**config.mk**
```make
export PLATFORM = sky130hd
export DESIGN_NAME = noc_check
export DESIGN_NICKNAME = d
export VERILOG_FILES = /design/src/rtl/noc_pkg.sv /design/src/rtl/noc_opcode_decode.sv /design/src/rtl/noc_check.sv
export SDC_FILE = /design/constraint.sdc
export NUM_CORES = 1
export LEC_CHECK = 0
export BUFFER_PORTS_ARGS = -buffer_cell sky130_fd_sc_hd__buf_2
export CAP_MARGIN = 20
export CORE_UTILIZATION = 40
export CTS_CLUSTER_SIZE = 25
export DETAILED_ROUTE_END_ITERATION = 8
export GPL_TIMING_DRIVEN = 1
export PLACE_DENSITY = 0.62
export SYNTH_ARGS = -nofsm -noshare
export SYNTH_HDL_FRONTEND = slang
export SYNTH_HIERARCHICAL = 1
export SYNTH_SLANG_ARGS = --single-unit
```
**constraint.sdc**
```tcl
create_clock -name mclk -period 3.85 [get_ports mclk]
set_input_delay 1.155 -clock mclk [delete_from_list [all_inputs] [get_ports mclk]]
set_output_delay 1.155 -clock mclk [all_outputs]
set_load 0.005 [all_outputs]
```
**src/rtl/noc_pkg.sv**
```systemverilog
// Purpose: Shared constants and types of the opcode and namespace checker
// Assumes: One controller clock mclk, synchronous active-high reset rst
// Notes:   Register offsets are word indices on the plain register port
package noc_pkg;

  // ****************************************************************
  // Opcode fields and values
  // ****************************************************************
  localparam int          VENDOR_BIT     = 7;
  localparam int          FUNC_HI        = 6;
  localparam int          FUNC_LO        = 2;
  localparam int          DIR_HI         = 1;
  localparam int          DIR_LO         = 0;
  localparam logic [7:0]  OP_FLUSH       = 8'h00;
  localparam logic [7:0]  OP_WRITE       = 8'h01;
  localparam logic [7:0]  OP_READ        = 8'h02;
  localparam logic [7:0]  OP_WR_UNCOR    = 8'h04;
  localparam logic [7:0]  OP_COMPARE     = 8'h05;
  localparam logic [7:0]  OP_WR_ZEROES   = 8'h08;
  localparam logic [7:0]  OP_DSM         = 8'h09;
  localparam logic [7:0]  OP_RSV_REG     = 8'h0d;
  localparam logic [7:0]  OP_RSV_REPORT  = 8'h0e;
  localparam logic [7:0]  OP_RSV_ACQUIRE = 8'h11;
  localparam logic [7:0]  OP_RSV_RELEASE = 8'h15;

  // ****************************************************************
  // Namespace identifiers
  // ****************************************************************
  localparam int           NS_MAX       = 16;
  localparam int           NS_IDX_W     = 4;
  localparam logic [31:0]  NS_ID_BCAST  = 32'h0fffffff;
  localparam logic [31:0]  NS_ID_ZERO   = 32'h00000000;
  localparam int           LB_SHIFT_MIN = 9;

  // ****************************************************************
  // Completion status codes
  // ****************************************************************
  localparam logic [7:0]  ST_SUCCESS       = 8'h00;
  localparam logic [7:0]  ST_INV_OPCODE    = 8'h01;
  localparam logic [7:0]  ST_INV_FIELD     = 8'h02;
  localparam logic [7:0]  ST_INV_NS_FORMAT = 8'h0b;

  // ****************************************************************
  // Register map (word offsets)
  // ****************************************************************
  localparam logic [3:0]  RG_CTRL     = 4'h0;
  localparam logic [3:0]  RG_NUMNS    = 4'h1;
  localparam logic [3:0]  RG_ALLOC    = 4'h2;
  localparam logic [3:0]  RG_ATTACH   = 4'h3;
  localparam logic [3:0]  RG_OPTEN    = 4'h4;
  localparam logic [3:0]  RG_LBSHIFT  = 4'h5;
  localparam logic [3:0]  RG_RETRYLIM = 4'h6;
  localparam logic [3:0]  RG_IRQSTAT  = 4'h7;
  localparam logic [3:0]  RG_IRQMASK  = 4'h8;
  localparam logic [3:0]  RG_LAST     = 4'h9;
  localparam logic [3:0]  RG_COUNT    = 4'ha;

  // CTRL bits
  localparam int  CTRL_READY = 0;
  localparam int  CTRL_RSV   = 1;
  // OPTEN bits
  localparam int  OPT_WRUNC  = 0;
  localparam int  OPT_CMP    = 1;
  localparam int  OPT_WZ     = 2;
  localparam int  OPT_DSM    = 3;
  localparam int  OPT_VENDOR = 4;
  // IRQ bits
  localparam int  IRQ_DONE   = 0;
  localparam int  IRQ_OPC    = 1;
  localparam int  IRQ_NSINV  = 2;
  localparam int  IRQ_NSINA  = 3;
  localparam int  IRQ_NOTRDY = 4;
  localparam int  IRQ_W      = 5;

  // Reset values
  localparam logic [31:0]  NUMNS_RST    = 32'h00000001;
  localparam logic [4:0]   LBSHIFT_RST  = 5'h09;
  localparam logic [15:0]  RETRY_RST    = 16'h0000;

  // ****************************************************************
  // Types
  // ****************************************************************
  typedef enum logic [1:0] {
    DIR_NONE = 2'b00,
    DIR_H2C  = 2'b01,
    DIR_C2H  = 2'b10,
    DIR_BIDI = 2'b11
  } noc_dir_t;

  typedef enum logic [2:0] {
    NS_INVALID  = 3'b000,
    NS_BCAST    = 3'b001,
    NS_ACTIVE   = 3'b010,
    NS_INACTIVE = 3'b011
  } noc_nskind_t;

  typedef struct packed {
    logic [7:0]   opcode;
    logic [15:0]  cmdId;
    logic [31:0]  namespace_identifier;
    logic         limitedRetry;
  } noc_cmd_t;

  typedef struct packed {
    logic          vendor;
    logic [4:0]    func;
    noc_dir_t      dir;
    logic          supported;
    logic          rsvCmd;
  } noc_dec_t;

  typedef struct packed {
    logic [15:0]   cmdId;
    logic [7:0]    status;
    noc_dir_t      dir;
    noc_nskind_t   nsKind;
    logic          dataXfer;
    logic          limitedRetry;
    logic [15:0]   retryLimit;
  } noc_cpl_t;

endpackage

```
**src/rtl/noc_opcode_decode.sv**
```systemverilog
// Purpose: Split an opcode into its fields and judge whether it is served
// Assumes: Pure combinational, used by the checker core
// Notes:   Reserved opcodes report unsupported
module noc_opcode_decode (
  // Command
  input  wire logic [7:0]    opcode,
  // Options
  input  wire logic          rsvEnable,
  input  wire logic [4:0]    optEnable,
  // Result
  output noc_pkg::noc_dec_t  dec
);

  always_comb begin
    dec.vendor    = opcode[noc_pkg::VENDOR_BIT];
    dec.func      = opcode[noc_pkg::FUNC_HI:noc_pkg::FUNC_LO];
    dec.dir       = noc_pkg::noc_dir_t'(opcode[noc_pkg::DIR_HI:noc_pkg::DIR_LO]);
    dec.rsvCmd    = 1'b0;
    dec.supported = 1'b0;
    if (opcode[noc_pkg::VENDOR_BIT]) begin
      dec.supported = optEnable[noc_pkg::OPT_VENDOR];
    end else begin
      case (opcode)
        noc_pkg::OP_FLUSH,
        noc_pkg::OP_WRITE,
        noc_pkg::OP_READ:       dec.supported = 1'b1;
        noc_pkg::OP_WR_UNCOR:   dec.supported = optEnable[noc_pkg::OPT_WRUNC];
        noc_pkg::OP_COMPARE:    dec.supported = optEnable[noc_pkg::OPT_CMP];
        noc_pkg::OP_WR_ZEROES:  dec.supported = optEnable[noc_pkg::OPT_WZ];
        noc_pkg::OP_DSM:        dec.supported = optEnable[noc_pkg::OPT_DSM];
        noc_pkg::OP_RSV_REG,
        noc_pkg::OP_RSV_REPORT,
        noc_pkg::OP_RSV_ACQUIRE,
        noc_pkg::OP_RSV_RELEASE: begin
          dec.rsvCmd    = 1'b1;
          dec.supported = rsvEnable;
        end
        default:                dec.supported = 1'b0;
      endcase
    end
  end

endmodule

```
**src/rtl/noc_check.sv**
```systemverilog
// Purpose: Opcode and namespace check front end for block-access commands
// Assumes: Commands arrive one per cycle as a strobe with a command struct
// Notes:   Verdict and completion appear one cycle after the strobe
//
// Summary of operation
// - Logical block size is a power of two, at least 512 bytes.
// - Limited retry bounds recovery by configured limit for listed commands.
// - Opcode bit 7 vendor flag, bits 6:2 function, bits 1:0 direction.
// - Direction 00 none, 01 to controller, 10 to host, 11 both.
// - Flush, write, read mandatory; others optional, gated by option bits.
// - Reservation opcodes served when reservation support is advertised.
// - Opcodes 80h-FFh vendor specific; other unlisted ones reserved.
// - Namespace field of dword 1 is checked for every command.
// - Valid identifier is nonzero and not above namespace count.
// - Value 0FFFFFFFh is broadcast, neither valid nor invalid.
// - Invalid identifier aborts with Invalid Namespace or Format.
// - Valid inactive identifier aborts with Invalid Field in Command.
// - Identifier active while attached; detach or delete makes inactive.
// - Identifier allocated while namespace exists; delete unallocates.
// - Logical blocks run from 0 to capacity minus one.
// - Any valid namespace reachable from any submission queue.
module noc_check (
  // Clock and reset
  input  wire logic               mclk,
  input  wire logic               rst,
  // Register port
  input  wire logic [3:0]         regAddr,
  input  wire logic [31:0]        regWdata,
  input  wire logic               regWr,
  input  wire logic               regRd,
  output logic      [31:0]        regRdata,
  // Command in
  input  wire logic               cmdValid,
  input  wire logic [15:0]        cmdQueue,
  input  wire noc_pkg::noc_cmd_t  cmd,
  // Completion out
  output logic                    cplValid,
  output noc_pkg::noc_cpl_t       cpl,
  output logic                    cmdAccept,
  // Status
  output logic                    controllerReadyFlag,
  output logic                    irq
);

  // ****************************************************************
  // State
  // ****************************************************************
  typedef struct packed {
    logic                                 ready;
    logic                                 rsvEn;
    logic [31:0]                          numNs;
    logic [noc_pkg::NS_MAX-1:0]           alloc;
    logic [noc_pkg::NS_MAX-1:0]           attach;
    logic [4:0]                           optEn;
    logic [4:0]                           lbShift;
    logic [15:0]                          retryLim;
    logic [noc_pkg::IRQ_W-1:0]            irqStat;
    logic [noc_pkg::IRQ_W-1:0]            irqMask;
    logic [7:0]                           lastStatus;
    logic [31:0]                          rdata;
    logic                                 cplValid;
    noc_pkg::noc_cpl_t                    cpl;
    logic                                 irq;
    logic                                 accept;
  } noc_state_t;

  noc_state_t s_q;
  noc_state_t s_d;

  noc_pkg::noc_dec_t dec;

  noc_opcode_decode u_dec (
    .opcode    (cmd.opcode),
    .rsvEnable (s_q.rsvEn),
    .optEnable (s_q.optEn),
    .dec       (dec)
  );

  // ****************************************************************
  // Namespace classification
  // ****************************************************************
  logic                          nsValid;
  logic                          nsBcast;
  logic [noc_pkg::NS_IDX_W-1:0]  nsIdx;
  logic                          nsInRange;
  logic                          nsAttached;
  noc_pkg::noc_nskind_t          nsKind;
  logic [31:0]                   nsIdxFull;

  always_comb begin
    nsBcast    = (cmd.namespace_identifier == noc_pkg::NS_ID_BCAST);
    nsValid    = (cmd.namespace_identifier != noc_pkg::NS_ID_ZERO) && (cmd.namespace_identifier <= s_q.numNs) && !nsBcast;
    nsIdxFull  = cmd.namespace_identifier - 32'h00000001;
    nsIdx      = nsIdxFull[noc_pkg::NS_IDX_W-1:0];
    nsInRange  = (cmd.namespace_identifier <= 32'(noc_pkg::NS_MAX));
    nsAttached = nsInRange && s_q.attach[nsIdx];
    if (nsBcast) begin
      nsKind = noc_pkg::NS_BCAST;
    end else if (!nsValid) begin
      nsKind = noc_pkg::NS_INVALID;
    end else if (nsAttached) begin
      nsKind = noc_pkg::NS_ACTIVE;
    end else begin
      nsKind = noc_pkg::NS_INACTIVE;
    end
  end

  // ****************************************************************
  // Next state
  // ****************************************************************
  logic [7:0]                  status;
  logic [noc_pkg::IRQ_W-1:0]   evt;
  logic                        retryCmd;
  logic [31:0]                 rd;

  always_comb begin
    s_d          = s_q;
    status       = noc_pkg::ST_SUCCESS;
    evt          = '0;
    retryCmd     = 1'b0;
    rd           = 32'h00000000;
    s_d.cplValid = 1'b0;
    s_d.accept   = 1'b1;

    if (cmdValid) begin
      if (!s_q.ready) begin
        status = noc_pkg::ST_INV_FIELD;
        evt[noc_pkg::IRQ_NOTRDY] = 1'b1;
      end else if (!dec.supported) begin
        status = noc_pkg::ST_INV_OPCODE;
        evt[noc_pkg::IRQ_OPC] = 1'b1;
      end else if (nsKind == noc_pkg::NS_INVALID) begin
        status = noc_pkg::ST_INV_NS_FORMAT;
        evt[noc_pkg::IRQ_NSINV] = 1'b1;
      end else if (nsKind == noc_pkg::NS_INACTIVE) begin
        status = noc_pkg::ST_INV_FIELD;
        evt[noc_pkg::IRQ_NSINA] = 1'b1;
      end
      evt[noc_pkg::IRQ_DONE] = 1'b1;
      case (cmd.opcode)
        noc_pkg::OP_COMPARE,
        noc_pkg::OP_READ,
        noc_pkg::OP_WRITE,
        noc_pkg::OP_WR_ZEROES: retryCmd = cmd.limitedRetry;
        default:               retryCmd = 1'b0;
      endcase
      s_d.cplValid         = 1'b1;
      s_d.cpl.cmdId        = cmd.cmdId;
      s_d.cpl.status       = status;
      s_d.cpl.dir          = dec.dir;
      s_d.cpl.nsKind       = nsKind;
      s_d.cpl.dataXfer     = (status == noc_pkg::ST_SUCCESS) && (dec.dir != noc_pkg::DIR_NONE);
      s_d.cpl.limitedRetry = retryCmd;
      s_d.cpl.retryLimit   = retryCmd ? s_q.retryLim : 16'h0000;
      s_d.lastStatus       = status;
    end

    // Register writes
    if (regWr) begin
      case (regAddr)
        noc_pkg::RG_CTRL: begin
          s_d.ready = regWdata[noc_pkg::CTRL_READY];
          s_d.rsvEn = regWdata[noc_pkg::CTRL_RSV];
        end
        noc_pkg::RG_NUMNS:    s_d.numNs = regWdata;
        noc_pkg::RG_ALLOC: begin
          s_d.alloc  = regWdata[noc_pkg::NS_MAX-1:0];
          s_d.attach = s_q.attach & regWdata[noc_pkg::NS_MAX-1:0];
        end
        noc_pkg::RG_ATTACH:   s_d.attach = regWdata[noc_pkg::NS_MAX-1:0] & s_q.alloc;
        noc_pkg::RG_OPTEN:    s_d.optEn = regWdata[4:0];
        // Block size at least 512 bytes
        noc_pkg::RG_LBSHIFT: begin
          if (regWdata[4:0] >= 5'(noc_pkg::LB_SHIFT_MIN)) begin
            s_d.lbShift = regWdata[4:0];
          end
        end
        noc_pkg::RG_RETRYLIM: s_d.retryLim = regWdata[15:0];
        noc_pkg::RG_IRQMASK:  s_d.irqMask = regWdata[noc_pkg::IRQ_W-1:0];
        default: ;
      endcase
    end

    // Set wins over write-one clear
    if (regWr && (regAddr == noc_pkg::RG_IRQSTAT)) begin
      s_d.irqStat = (s_q.irqStat & ~regWdata[noc_pkg::IRQ_W-1:0]) | evt;
    end else begin
      s_d.irqStat = s_q.irqStat | evt;
    end

    // Register reads
    case (regAddr)
      noc_pkg::RG_CTRL: begin
        rd[noc_pkg::CTRL_READY] = s_q.ready;
        rd[noc_pkg::CTRL_RSV]   = s_q.rsvEn;
      end
      noc_pkg::RG_NUMNS:    rd = s_q.numNs;
      noc_pkg::RG_ALLOC:    rd[noc_pkg::NS_MAX-1:0] = s_q.alloc;
      noc_pkg::RG_ATTACH:   rd[noc_pkg::NS_MAX-1:0] = s_q.attach;
      noc_pkg::RG_OPTEN:    rd[4:0] = s_q.optEn;
      noc_pkg::RG_LBSHIFT:  rd[4:0] = s_q.lbShift;
      noc_pkg::RG_RETRYLIM: rd[15:0] = s_q.retryLim;
      noc_pkg::RG_IRQSTAT:  rd[noc_pkg::IRQ_W-1:0] = s_q.irqStat;
      noc_pkg::RG_IRQMASK:  rd[noc_pkg::IRQ_W-1:0] = s_q.irqMask;
      noc_pkg::RG_LAST:     rd[7:0] = s_q.lastStatus;
      default:              rd = 32'h00000000;
    endcase
    // Data stand only in the cycle after the read
    s_d.rdata = regRd ? rd : 32'h00000000;
    s_d.irq   = |(s_d.irqStat & s_d.irqMask);
  end

  // ****************************************************************
  // Registers
  // ****************************************************************
  always_ff @(posedge mclk) begin
    if (rst) begin
      s_q            <= '0;
      s_q.numNs      <= noc_pkg::NUMNS_RST;
      s_q.lbShift    <= noc_pkg::LBSHIFT_RST;
      s_q.retryLim   <= noc_pkg::RETRY_RST;
    end else begin
      s_q <= s_d;
    end
  end

  // ****************************************************************
  // Outputs
  // ****************************************************************
  assign regRdata            = s_q.rdata;
  assign cplValid            = s_q.cplValid;
  assign cpl                 = s_q.cpl;
  assign controllerReadyFlag = s_q.ready;
  assign irq                 = s_q.irq;
  // Never stalls; low through reset, high from its first edge after
  assign cmdAccept           = s_q.accept;

endmodule

```
==> insert_results.sql, run 1 <==
INSERT INTO impl_metrics (metric_group, metric, value, unit) VALUES
('clock_tree', 'cts_setup_buffers', '0', ''),
('floorplanning', 'core_area', '21760', 'sq um'),
('floorplanning', 'i_o_pin_count', '197', ''),
('pwr', 'pwr_density_cell', '404.8', 'nW/um^2'),
('clock_tree', 'ctsRootBufferMaster', 'clkbuf_16', ''),
('drt', 'vias', '7640', ''),
('floorplanning', 'floorplan.initialDensity', '40.73', '%'),
('clock_tree', 'postCtsHoldBufs', '0', ''),
('final_layout', 'fin_cells', '1472', ''),
('pwr', 'total_switching_power', '991.8', 'uW'),
('pwr', 'seqPwrFrac', '45.7', '%'),
('final_layout', 'commonest_non_fill_non_tap_cells_in_the_layout', 'nand2_1, dfxtp_1, buf_2', ''),
('drt', 'dr_vias_cell', '5.190', ''),
('clock_tree', 'htree_num_levels', '4', ''),
('placed_design', 'hpwlAfterDp', '17.09', 'mm'),
('final_layout', 'area_growth', '14.91', '%'),
('grt', 'antenna_violations_before_repair', '1', ''),
('floorplanning', 'floorplan.die.height', '150.8', 'microns'),
('pwr', 'peakVddDrop', '0.2200', 'mV'),
('pwr', 'power.static_leakage', '4.196', 'nW'),
('sta', 'achievable-frequency', '0.2802', 'GHz'),
('placed_design', 'io_buffer_count', '174', ''),
('sta', 'max_slew_margin', '53.31', '%'),
('sta', 'period_needed', '3.569', 'ns'),
('floorplanning', 'row_count', '54', ''),
('sta', 'grt_setup_unrepaired', 'no', ''),
('pwr', 'power.internal', '3.130', 'mW'),
('grt', 'grt_overflow', '0', ''),
('worst_setup_path', 'timing.setup.critical_path_class', 'in2reg', ''),
('min_path', 'hold_path_class', 'reg2reg', ''),
('grt', 'grt_pass1_wl', '37.07', 'mm'),
('drt', 'ant_nets', '0', ''),
('worst_setup_path', 'critical_path_arrival', '3.88', 'ns'),
('worst_setup_path', 'required', '4.16', 'ns'),
('clock_tree', 'tritoncts_clock_tree', 'done', ''),
('grt', 'globalRouteMet3Util', '4.066', '%'),
('clock_tree', 'numCtsBuffers', '17', ''),
('final_layout', 'n_antenna_cell', '0', ''),
('sta', 'tightestPinTransition', '0.7003', 'ns'),
('grt', 'grt.met2_usage', '34.04', '%'),
('clock_tree', 'max-clock-path-buffers', '2', ''),
('synth', 'synth-warning-count', '6', ''),
('synth', 'syn-cell-area', '8862', 'sq um'),
('grt', 'gr-usage-met1', '28.83', '%'),
('pwr', 'clkPwrFrac', '45.6', '%'),
('final_layout', 'drive_above_1_share', '22.48', '%'),
('placed_design', 'place.gp.congestion', '0.8279', ''),
('worst_setup_path', 'cp-start-kind', 'input pin', ''),
('final_layout', 'finish.net_count', '1329', ''),
('placed_design', 'pre_cts_ws', '-0.1338', 'ns'),
('drt', 'totalWireLength', '23.71', 'mm'),
('sta', 'worst_case_clock_skew', '0.01400', 'ns'),
('drt', 'drt_iter0_drc', '456', ''),
('worst_setup_path', 'reg2reg_setup_slack', '0.66', 'ns'),
('drt', 'routed_wire_length_per_instance', '16.11', 'microns'),
('sta', 'setup_ws', '0.2808', 'ns'),
('drt', 'drc', '0', ''),
('sta', 'post-route-period-util', '92.71', '%'),
('synth', 'postSynthCellCount', '1082', ''),
('grt', 'grt_max_degree', '54', ''),
('sta', 'final.hold.worst_slack', '0.4532', 'ns'),
('clock_tree', 'clkSlewWorstSetupHoldPaths', '0.07', 'ns'),
('pwr', 'netSwitchingFraction', '24.06', '%'),
('grt', 'total_grt_usage', '21.01', '%'),
('grt', 'grt_pass1_vias', '7040', ''),
('worst_setup_path', 'crit_path_max_fanout', '4', ''),
('job', 'drv_cap', '0', ''),
('worst_setup_path', 'critical_path_capture_point_type', 'flip-flop', ''),
('clock_tree', 'cts_sinks', '178', ''),
('clock_tree', 'clk-insertion-delay-late', '0.43', 'ns'),
('sta', 'report.final.slew_viol_count', '0', ''),
('clock_tree', 'ctsResizeCount', '0', ''),
('outcome', 'outcome', 'finished clean', ''),
('sta', 'report.final.setup_viol', '0', ''),
('floorplanning', 'design.die.area', '22750', 'sq um'),
('grt', 'busiest_layer', 'met2', ''),
('sta', 'final_hold_viol_count', '0', ''),
('floorplanning', 'floorplan.die.width', '150.8', 'microns'),
('placed_design', 'placed_cells', '1440', ''),
('final_layout', 'mostFrequentLayoutCell', 'nand2_1', ''),
('drt', 'detailedRoute.firstPassIterationCount', '5', ''),
('synth', 'synth.avg_cell_area', '8.191', 'sq um'),
('pwr', 'pwr-share-comb', '8.7', '%'),
('pwr', 'finalPower', '4.122', 'mW');
-- state kept, by name (all words and copies together), names as in the netlist --
register and cells:
regRdata 32, cplValid 1, s_q 101, cpl 41, controllerReadyFlag 1, irq 1
cmdAccept 1
-- path summary, 6_finish.rpt --
check	startpoint	end	depth (start not counted)
setup / recovery	cmd[8]	irq	13
hold / removal	cpl[19]	cpl[19]	2
setup reg to reg	s_q[165]	irq	13
hold reg to reg	cpl[19]	cpl[19]	2
-- through the flow --
step / setup TNS (ns) / utilization [%] / instance area, sq um
6_report: 0 / 46.81 / 10180
5_1_grt: 0 / 46.81 / 10180
4_1_cts: 0 / 46.81 / 10180
3_5_place_dp: -0.1338 / 43.86 / 9543
3_3_place_gp: -0.1331 / 43.86 / 9543
2_1_floorplan: 0 / - / 8881
-- worst max-delay path, stage by stage --
cell,delay (ns)
buf_2,0.12
ha_1,0.32
a21oi_1,0.14
o21ai_0,0.10
a221o_1,0.32
o311ai_1,0.25
a21bo_2,0.29
or2_1,0.23
ha_1,0.22
nand2_1,0.10
a21boi_0,0.25
o22ai_1,0.13
o31a_1,0.25
-- layer usage --
layer	vias to the layer above	part of all wire, %
met2	217	47
met5	-	0.042
li1	3795	-
met1	3611	47
met3	15	5.7
met4	2	0.82
-- power groups by stage --
stage	registers, mW	logic, mW	clock network [mW]
after detailed placement	1.93	0.357	0
after CTS	1.88	0.359	1.92
after global routing	1.89	0.396	1.99
after global placement	1.93	0.353	0
final	1.89	0.359	1.88
after floorplan	1.92	0.218	0
-- cell type report --
class	count	area [sq um]
sequential	178	3563
fill	2180	11570
multi-input combinational	705	4207
timing repair buffer	214	1186
inverter	63	236.5
clock inverter	13	197.7
tap	280	350.3
clock buffer	19	442.9
(Power assumes the default switching activity.)
==> inputs of run 2 (changes only) <==
--- a/config.mk
+++ b/config.mk
@@ -7,12 +7,11 @@
 export LEC_CHECK = 0
 export BUFFER_PORTS_ARGS = -buffer_cell sky130_fd_sc_hd__buf_2
 export CAP_MARGIN = 20
-export CORE_UTILIZATION = 40
+export CORE_UTILIZATION = 49
 export CTS_CLUSTER_SIZE = 25
 export DETAILED_ROUTE_END_ITERATION = 8
 export GPL_TIMING_DRIVEN = 1
-export PLACE_DENSITY = 0.62
+export PLACE_DENSITY = 0.74
 export SYNTH_ARGS = -nofsm -noshare
 export SYNTH_HDL_FRONTEND = slang
-export SYNTH_HIERARCHICAL = 1
 export SYNTH_SLANG_ARGS = --single-unit
==> run 2 against run 1 <==
- synthesized cell count is 1.8% lower
- synthesized area is 2.5% lower
- wire length is 2.7% lower
- worst hold slack better by 0.0024 ns
- worst setup slack better by 0.027 ns
- non-clock buffer count stayed put
- critical endpoint is now s_q[98]
- largest cell class unchanged
==> insert_results.sql, run 2 <==
INSERT INTO impl_metrics (metric_group, metric, value, unit) VALUES
('outcome', 'outcome', 'finished clean', ''),
('placed_design', 'io_buffer_count', '174', ''),
('pwr', 'clkPwrFrac', '44.9', '%'),
('final_layout', 'fillerInstances', '1599', ''),
('floorplanning', 'floorplan.die.width', '134.8', 'microns'),
('final_layout', 'post-route-util', '57.59', '%'),
('final_layout', 'n_antenna_cell', '0', ''),
('clock_tree', 'cts_setup_buffers', '0', ''),
('pwr', 'total_switching_power', '1.027', 'mW'),
('worst_setup_path', 'cp_cell_sequence', 'buf_2 -> inv_1 -> ha_4 -> mux4_2 -> and3_1 -> o21a_1 -> maj3_2 -> o21ba_2 -> o21ai_0 -> ha_1 -> inv_1 -> or3_1 -> a21oi_1', ''),
('clock_tree', 'ctsRootBufferMaster', 'clkbuf_16', ''),
('final_layout', 'regMostFlops', 's_q', ''),
('drt', 'dr_vias_cell', '5.480', ''),
('grt', 'total_grt_usage', '25.57', '%'),
('worst_setup_path', 'timing.setup.critical_path_class', 'in2reg', ''),
('synth', 'synth.avg_cell_area', '8.132', 'sq um'),
('worst_setup_path', 'required', '4.22', 'ns'),
('worst_setup_path', 'critical_path_capture_point_type', 'flip-flop', ''),
('grt', 'grt_overflow', '0', ''),
('sta', 'achievable-frequency', '0.2823', 'GHz'),
('job', 'drv_cap', '0', ''),
('final_layout', 'finalInstanceArea', '9927', 'sq um'),
('pwr', 'peakVddDrop', '0.3204', 'mV'),
('worst_setup_path', 'cp-start-kind', 'input pin', ''),
('sta', 'tightestPinTransition', '0.6642', 'ns'),
('synth', 'postSynthCellCount', '1063', ''),
('final_layout', 'commonest_non_fill_non_tap_cells_in_the_layout', 'dfxtp_1, buf_2, nand2_1', ''),
('floorplanning', 'floorplan.initialDensity', '50.15', '%'),
('pwr', 'pwr_density_cell', '412.1', 'nW/um^2'),
('synth', 'synth_flop_cell', 'dfxtp_1', ''),
('clock_tree', 'postCtsHoldBufs', '0', ''),
('clock_tree', 'htree_num_levels', '4', ''),
('sta', 'final.hold.worst_slack', '0.4556', 'ns'),
('min_path', 'hold_path_class', 'reg2reg', ''),
('clock_tree', 'max-clock-path-buffers', '2', ''),
('floorplanning', 'core_area', '17240', 'sq um'),
('drt', 'totalWireLength', '23.07', 'mm'),
('drt', 'drt_iter0_drc', '576', ''),
('synth', 'async_reset_ff_share', '0', '%'),
('placed_design', 'place.gp.congestion', '0.9079', ''),
('worst_setup_path', 'critPathMaxStageDelay', '0.49', 'ns'),
('sta', 'report.final.setup_viol', '0', ''),
('final_layout', 'finish.net_count', '1312', ''),
('synth', 'yosys.area.top_type_share', '41.22', '%'),
('floorplanning', 'i_o_pin_count', '197', ''),
('sta', 'max_slew_margin', '55.53', '%'),
('floorplanning', 'design.die.area', '18180', 'sq um'),
('pwr', 'power.internal', '3.064', 'mW'),
('clock_tree', 'ctsResizeCount', '0', ''),
('worst_setup_path', 'crit_top_cell', 'inv_1', ''),
('synth', 'synth-warning-count', '0', ''),
('grt', 'grt_pass1_wl', '36.21', 'mm'),
('final_layout', 'area_growth', '14.84', '%'),
('floorplanning', 'floorplan.die.height', '134.8', 'microns'),
('grt', 'grt_max_degree', '61', ''),
('worst_setup_path', 'critical_path_arrival', '3.91', 'ns'),
('sta', 'period_needed', '3.542', 'ns'),
('clock_tree', 'tritoncts_clock_tree', 'done', ''),
('pwr', 'power.static_leakage', '4.100', 'nW'),
('clock_tree', 'cts_sinks', '178', ''),
('sta', 'post-route-period-util', '92.00', '%'),
('synth', 'synthMostInstantiatedCell', 'dfxtp_1', ''),
('drt', 'drc', '0', ''),
('synth', 'netlist_top_cells_area', 'dfxtp_1, buf_4, nand2_1', ''),
('worst_setup_path', 'timing.critical_path.slowest_stage_cell', 'mux4_2', ''),
('sta', 'grt_setup_unrepaired', 'no', ''),
('final_layout', 'mostFrequentLayoutCell', 'dfxtp_1', ''),
('grt', 'grt_pass1_vias', '7075', ''),
('final_layout', 'drive_above_1_share', '21.96', '%'),
('placed_design', 'hpwlAfterDp', '16.88', 'mm'),
('pwr', 'pwr-share-comb', '8.8', '%'),
('pwr', 'seqPwrFrac', '46.3', '%'),
('worst_setup_path', 'crit_path_max_fanout', '2', ''),
('placed_design', 'postPlaceCellArea', '9306', 'sq um'),
('drt', 'detailedRoute.firstPassIterationCount', '7', ''),
('synth', 'register_area_share_after_synthesis', '41.22', '%'),
('synth', 'ys_seq_elements', '178', ''),
('clock_tree', 'clk-insertion-delay-late', '0.44', 'ns'),
('clock_tree', 'numCtsBuffers', '17', ''),
('synth', 'syn-cell-area', '8645', 'sq um'),
('floorplanning', 'row_count', '48', ''),
('synth', 'ys_top_cells_by_count', 'dfxtp_1, nand2_1, nor2_1', ''),
('synth', 'count_of_flip_flops_with_a_built_in_enable_after_synthesis', '0', ''),
('clock_tree', 'clkSlewWorstSetupHoldPaths', '0.07', 'ns'),
('drt', 'ant_nets', '0', ''),
('drt', 'vias', '7672', ''),
('final_layout', 'largest_reg_flops', '101', ''),
('synth', 'synthDominantAreaCellType', 'dfxtp_1', ''),
('pwr', 'netSwitchingFraction', '25.11', '%'),
('grt', 'antenna_violations_before_repair', '0', ''),
('drt', 'routed_wire_length_per_instance', '16.48', 'microns'),
('sta', 'final_hold_viol_count', '0', ''),
('sta', 'worst_case_clock_skew', '0.01053', 'ns'),
('sta', 'final.setup.tns', '0', 'ns'),
('pwr', 'finalPower', '4.091', 'mW'),
('synth', 'synth.lib_cells_used.distinct', '62', ''),
('sta', 'report.final.slew_viol_count', '0', '');
==> run 2: cell count changes in the layout (fill, tap and decap cells not counted), sizes merged, moves of 5 or more <==
cell,before,now
nand2,194,158
nand3,20,15
nand2b,1,6
nor3,7,29
a221oi,14,4
inv,66,57
nand4,15,20
mux2i,43,33
mux2,6,0
or3,1,7
a21oi,100,107
nor2,105,113
==> run 2: final timing paths <==
path | from | endpoint | slack, ns | cells after the start
worst min-delay path | s_q[159] | s_q[159] | 0.46 | 2
worst max register to register | s_q[172] | s_q[98] | 0.72 | 13
worst max-delay path | cmd[2] | s_q[98] | 0.31 | 13
worst min register to register | s_q[159] | s_q[159] | 0.46 | 2
==> run 2: power by group through the flow <==
stage               logic, mW  registers (mW)  clock network (mW)
global placement        0.349            1.93                   0
detailed placement      0.357            1.93                   0
CTS                     0.359            1.89                1.86
floorplan               0.218            1.93                   0
finish                  0.362            1.89                1.84
global route            0.399            1.90                1.93
==> run 2: kinds of logic (layout without fill, tap and decap cells) <==
group	after synthesis	count (layout)	share of synthesized area, %
and+or+nand+nor	396	396	20.36
AOI/OAI and AO/OA	225	225	16.21
buffers and inverters	188	295	11.68
DFF	178	178	41.22
adders and majority gates	37	37	5.341
muxes	37	37	5.037
other	1	6	0.04338
xor gates and xnor gates	1	1	0.1013
==> run 2: layer usage <==
metal  share of wire [%]  GRT usage [%]
met5                   0              0
met2                  44          39.23
met1                  45          34.23
met3                 8.2          6.344
met4                 2.8          10.61
==> run 2: area by class of cell <==
type | instances | area [sq um] | area share, %
clock buffers | 17 | 425.4 | 4.285
clock inverters | 15 | 195.2 | 1.966
inverters | 49 | 183.9 | 1.853
multi-input cells | 702 | 4104 | 41.34
flip-flops and latches | 178 | 3563 | 35.90
well taps | 225 | 281.5 | 2.836
repair buffers | 214 | 1174 | 11.82
==> run 2: worst max-delay path: cells and delay by family <==
family | cells | cell delay [ns]
multiplexers | 1 | 0.49
AND/OR/NAND/NOR | 2 | 0.53
buffers and inverters | 3 | 0.20
adder cells (fa/ha/maj) | 3 | 0.81
AO/OA/AOI/OAI | 4 | 0.72
==> run 2: stage by stage <==
stage | setup WS [ns] | std cells
floorplan | 0.03328 | 1068
global placement | -0.1549 | 1368
detailed placement | -0.1755 | 1368
CTS | 0.2961 | 1400
global route | 0.1956 | 1400
finish | 0.3082 | 1400
==> inputs of run 3 (changes only) <==
--- a/config.mk
+++ b/config.mk
@@ -7,11 +7,14 @@
 export LEC_CHECK = 0
 export BUFFER_PORTS_ARGS = -buffer_cell sky130_fd_sc_hd__buf_2
 export CAP_MARGIN = 20
-export CORE_UTILIZATION = 49
+export CORE_UTILIZATION = 51
+export CTS_BUF_LIST = sky130_fd_sc_hd__clkbuf_8
 export CTS_CLUSTER_SIZE = 25
 export DETAILED_ROUTE_END_ITERATION = 8
 export GPL_TIMING_DRIVEN = 1
-export PLACE_DENSITY = 0.74
+export MAX_ROUTING_LAYER = met4
+export PLACE_DENSITY = 0.77
+export REMOVE_ABC_BUFFERS = 1
 export SYNTH_ARGS = -nofsm -noshare
 export SYNTH_HDL_FRONTEND = slang
 export SYNTH_SLANG_ARGS = --single-unit
==> run 3 against run 2 <==
- via count up 1.4%
- total power down 15%
- core utilization up 0.22 points
- non-clock buffer count down 11
- clock skew up 0.0030 ns
- sequential cell count unchanged
- worst setup slack worse by 0.083 ns
- fmax down 2.3%
- wire length up 0.38%
- design area down 3.4%
==> insert_results.sql, run 3 (synthesis results as in run 2) <==
INSERT INTO impl_metrics (metric_group, metric, value, unit) VALUES
('final_layout', 'drive_above_1_share', '20.53', '%'),
('clock_tree', 'postCtsHoldBufs', '0', ''),
('clock_tree', 'htree_num_levels', '4', ''),
('final_layout', 'post-route-util', '57.82', '%'),
('sta', 'final_hold_viol_count', '0', ''),
('drt', 'detailedRoute.firstPassIterationCount', '5', ''),
('grt', 'total_grt_usage', '27.73', '%'),
('pwr', 'power.static_leakage', '3.961', 'nW'),
('drt', 'totalWireLength', '23.16', 'mm'),
('drt', 'vias', '7777', ''),
('worst_setup_path', 'critical_path_capture_point_type', 'flip-flop', ''),
('floorplanning', 'row_count', '47', ''),
('grt', 'grt_max_degree', '128', ''),
('pwr', 'netSwitchingFraction', '26.58', '%'),
('pwr', 'pwr_density_cell', '361.0', 'nW/um^2'),
('grt', 'antenna_violations_before_repair', '1', ''),
('sta', 'grt_setup_unrepaired', 'no', ''),
('grt', 'grt_overflow', '0', ''),
('drt', 'drt_iter0_drc', '700', ''),
('floorplanning', 'floorplan.die.height', '132.2', 'microns'),
('worst_setup_path', 'critical_path_arrival', '4.03', 'ns'),
('placed_design', 'io_buffer_count', '174', ''),
('pwr', 'seqPwrFrac', '54.6', '%'),
('outcome', 'outcome', 'finished clean', ''),
('final_layout', 'largest_reg_flops', '101', ''),
('placed_design', 'place.gp.congestion', '0.9164', ''),
('clock_tree', 'ctsResizeCount', '0', ''),
('clock_tree', 'clkSlewWorstSetupHoldPaths', '0.09', 'ns'),
('clock_tree', 'cts_sinks', '178', ''),
('sta', 'final.setup.tns', '0', 'ns'),
('pwr', 'pwr-share-comb', '10.3', '%'),
('sta', 'report.final.slew_viol_count', '0', ''),
('grt', 'grt_pass1_vias', '7247', ''),
('final_layout', 'mostFrequentLayoutCell', 'dfxtp_1', ''),
('pwr', 'total_switching_power', '920.0', 'uW'),
('drt', 'routed_wire_length_per_instance', '16.72', 'microns'),
('floorplanning', 'floorplan.initialDensity', '52.13', '%'),
('floorplanning', 'i_o_pin_count', '197', ''),
('job', 'drv_cap', '0', ''),
('sta', 'period_needed', '3.625', 'ns'),
('sta', 'report.final.setup_viol', '0', ''),
('clock_tree', 'tritoncts_clock_tree', 'done', ''),
('floorplanning', 'floorplan.die.width', '132.2', 'microns'),
('floorplanning', 'core_area', '16580', 'sq um'),
('worst_setup_path', 'timing.setup.critical_path_class', 'in2reg', ''),
('final_layout', 'regMostFlops', 's_q', ''),
('worst_setup_path', 'required', '4.26', 'ns'),
('pwr', 'clkPwrFrac', '35.1', '%'),
('min_path', 'hold_path_class', 'reg2reg', ''),
('sta', 'tightestPinTransition', '0.9653', 'ns'),
('final_layout', 'commonest_non_fill_non_tap_cells_in_the_layout', 'dfxtp_1, buf_2, nand2_1', ''),
('clock_tree', 'max-clock-path-buffers', '2', ''),
('pwr', 'power.internal', '2.541', 'mW'),
('sta', 'worst_case_clock_skew', '0.01352', 'ns'),
('clock_tree', 'ctsRootBufferMaster', 'clkbuf_8', ''),
('grt', 'grt_pass1_wl', '37.14', 'mm'),
('floorplanning', 'design.die.area', '17470', 'sq um'),
('pwr', 'peakVddDrop', '0.2284', 'mV'),
('drt', 'drc', '0', ''),
('sta', 'max_slew_margin', '35.05', '%'),
('final_layout', 'area_growth', '10.91', '%'),
('clock_tree', 'clk-insertion-delay-late', '0.47', 'ns'),
('placed_design', 'hpwlAfterDp', '16.27', 'mm'),
('clock_tree', 'cts_setup_buffers', '0', ''),
('drt', 'ant_nets', '0', ''),
('clock_tree', 'numCtsBuffers', '17', ''),
('worst_setup_path', 'cp-start-kind', 'input pin', ''),
('worst_setup_path', 'crit_path_max_fanout', '2', ''),
('sta', 'achievable-frequency', '0.2759', 'GHz'),
('drt', 'dr_vias_cell', '5.615', ''),
('sta', 'post-route-period-util', '94.16', '%'),
('final_layout', 'finish.net_count', '1301', '');
run 3: changes by cell type in the layout (fill, tap and decap cells not counted), sizes merged:
cell      previous run  this run
buf                214       203
bufinv               3         1
clkbuf              17        18
clkinvlp             2         1
diode                0         1
inv                 57        59
run 3: worst max-delay path, cell delays in order:
cell and delay, ns:
buf_2 0.11, inv_1 0.06, ha_1 0.30, mux4_1 0.56, and3_1 0.20, o21a_1 0.19
maj3_2 0.31, o21ba_2 0.20, o21a_1 0.18, ha_1 0.31, o211ai_1 0.09, o32a_1 0.29
nor2_1 0.08
run 3: through the flow:
stage | instance area (sq um) | hold slack, ns | instances | setup WS [ns] | power (mW)
floorplan | 7838 | 0.4303 | 929 | 0.01121 | 2.080
global placement | 9221 | 0.4443 | 1352 | -0.2165 | 2.274
detailed placement | 9221 | 0.4575 | 1352 | -0.2515 | 2.283
CTS | 9585 | 0.4712 | 1384 | 0.2522 | 3.491
global route | 9588 | 0.4884 | 1385 | 0.09308 | 3.609
finish | 9588 | 0.4684 | 1385 | 0.2249 | 3.461
run 3: final cells by class:
class / instances / area, sq um
fill: 1540 / 6995
clock buffer: 18 / 247.7
sequential: 178 / 3563
timing repair buffer: 203 / 1104
multi-input combinational: 702 / 4095
antenna: 1 / 2.502
tap: 220 / 275.3
clock inverter: 14 / 116.4
inverter: 49 / 183.9
run 3: power by group through the flow:
stage | Sequential (mW) | Clock [mW] | Combinational [mW]
after global routing | 1.90 | 1.32 | 0.390
after detailed placement | 1.93 | 0 | 0.349
final | 1.89 | 1.21 | 0.355
after floorplan | 1.93 | 0 | 0.149
after global placement | 1.93 | 0 | 0.341
after CTS | 1.89 | 1.25 | 0.351
run 3: layer usage:
metal	global-route usage, %	wire [microns]
met2	43.00	10850
met1	35.16	9931
met4	12.07	594
met3	5.383	1785
met5	-	0
run 3: worst paths after layout:
check                              start  endpoint  slack (ns)  cells past startpoint
worst max register to register  s_q[165]   cpl[17]        0.74                     12
worst min register to register  s_q[159]  s_q[159]        0.47                      2
worst min-delay path            s_q[159]  s_q[159]        0.47                      2
worst max-delay path              cmd[1]   cpl[17]        0.22                     13
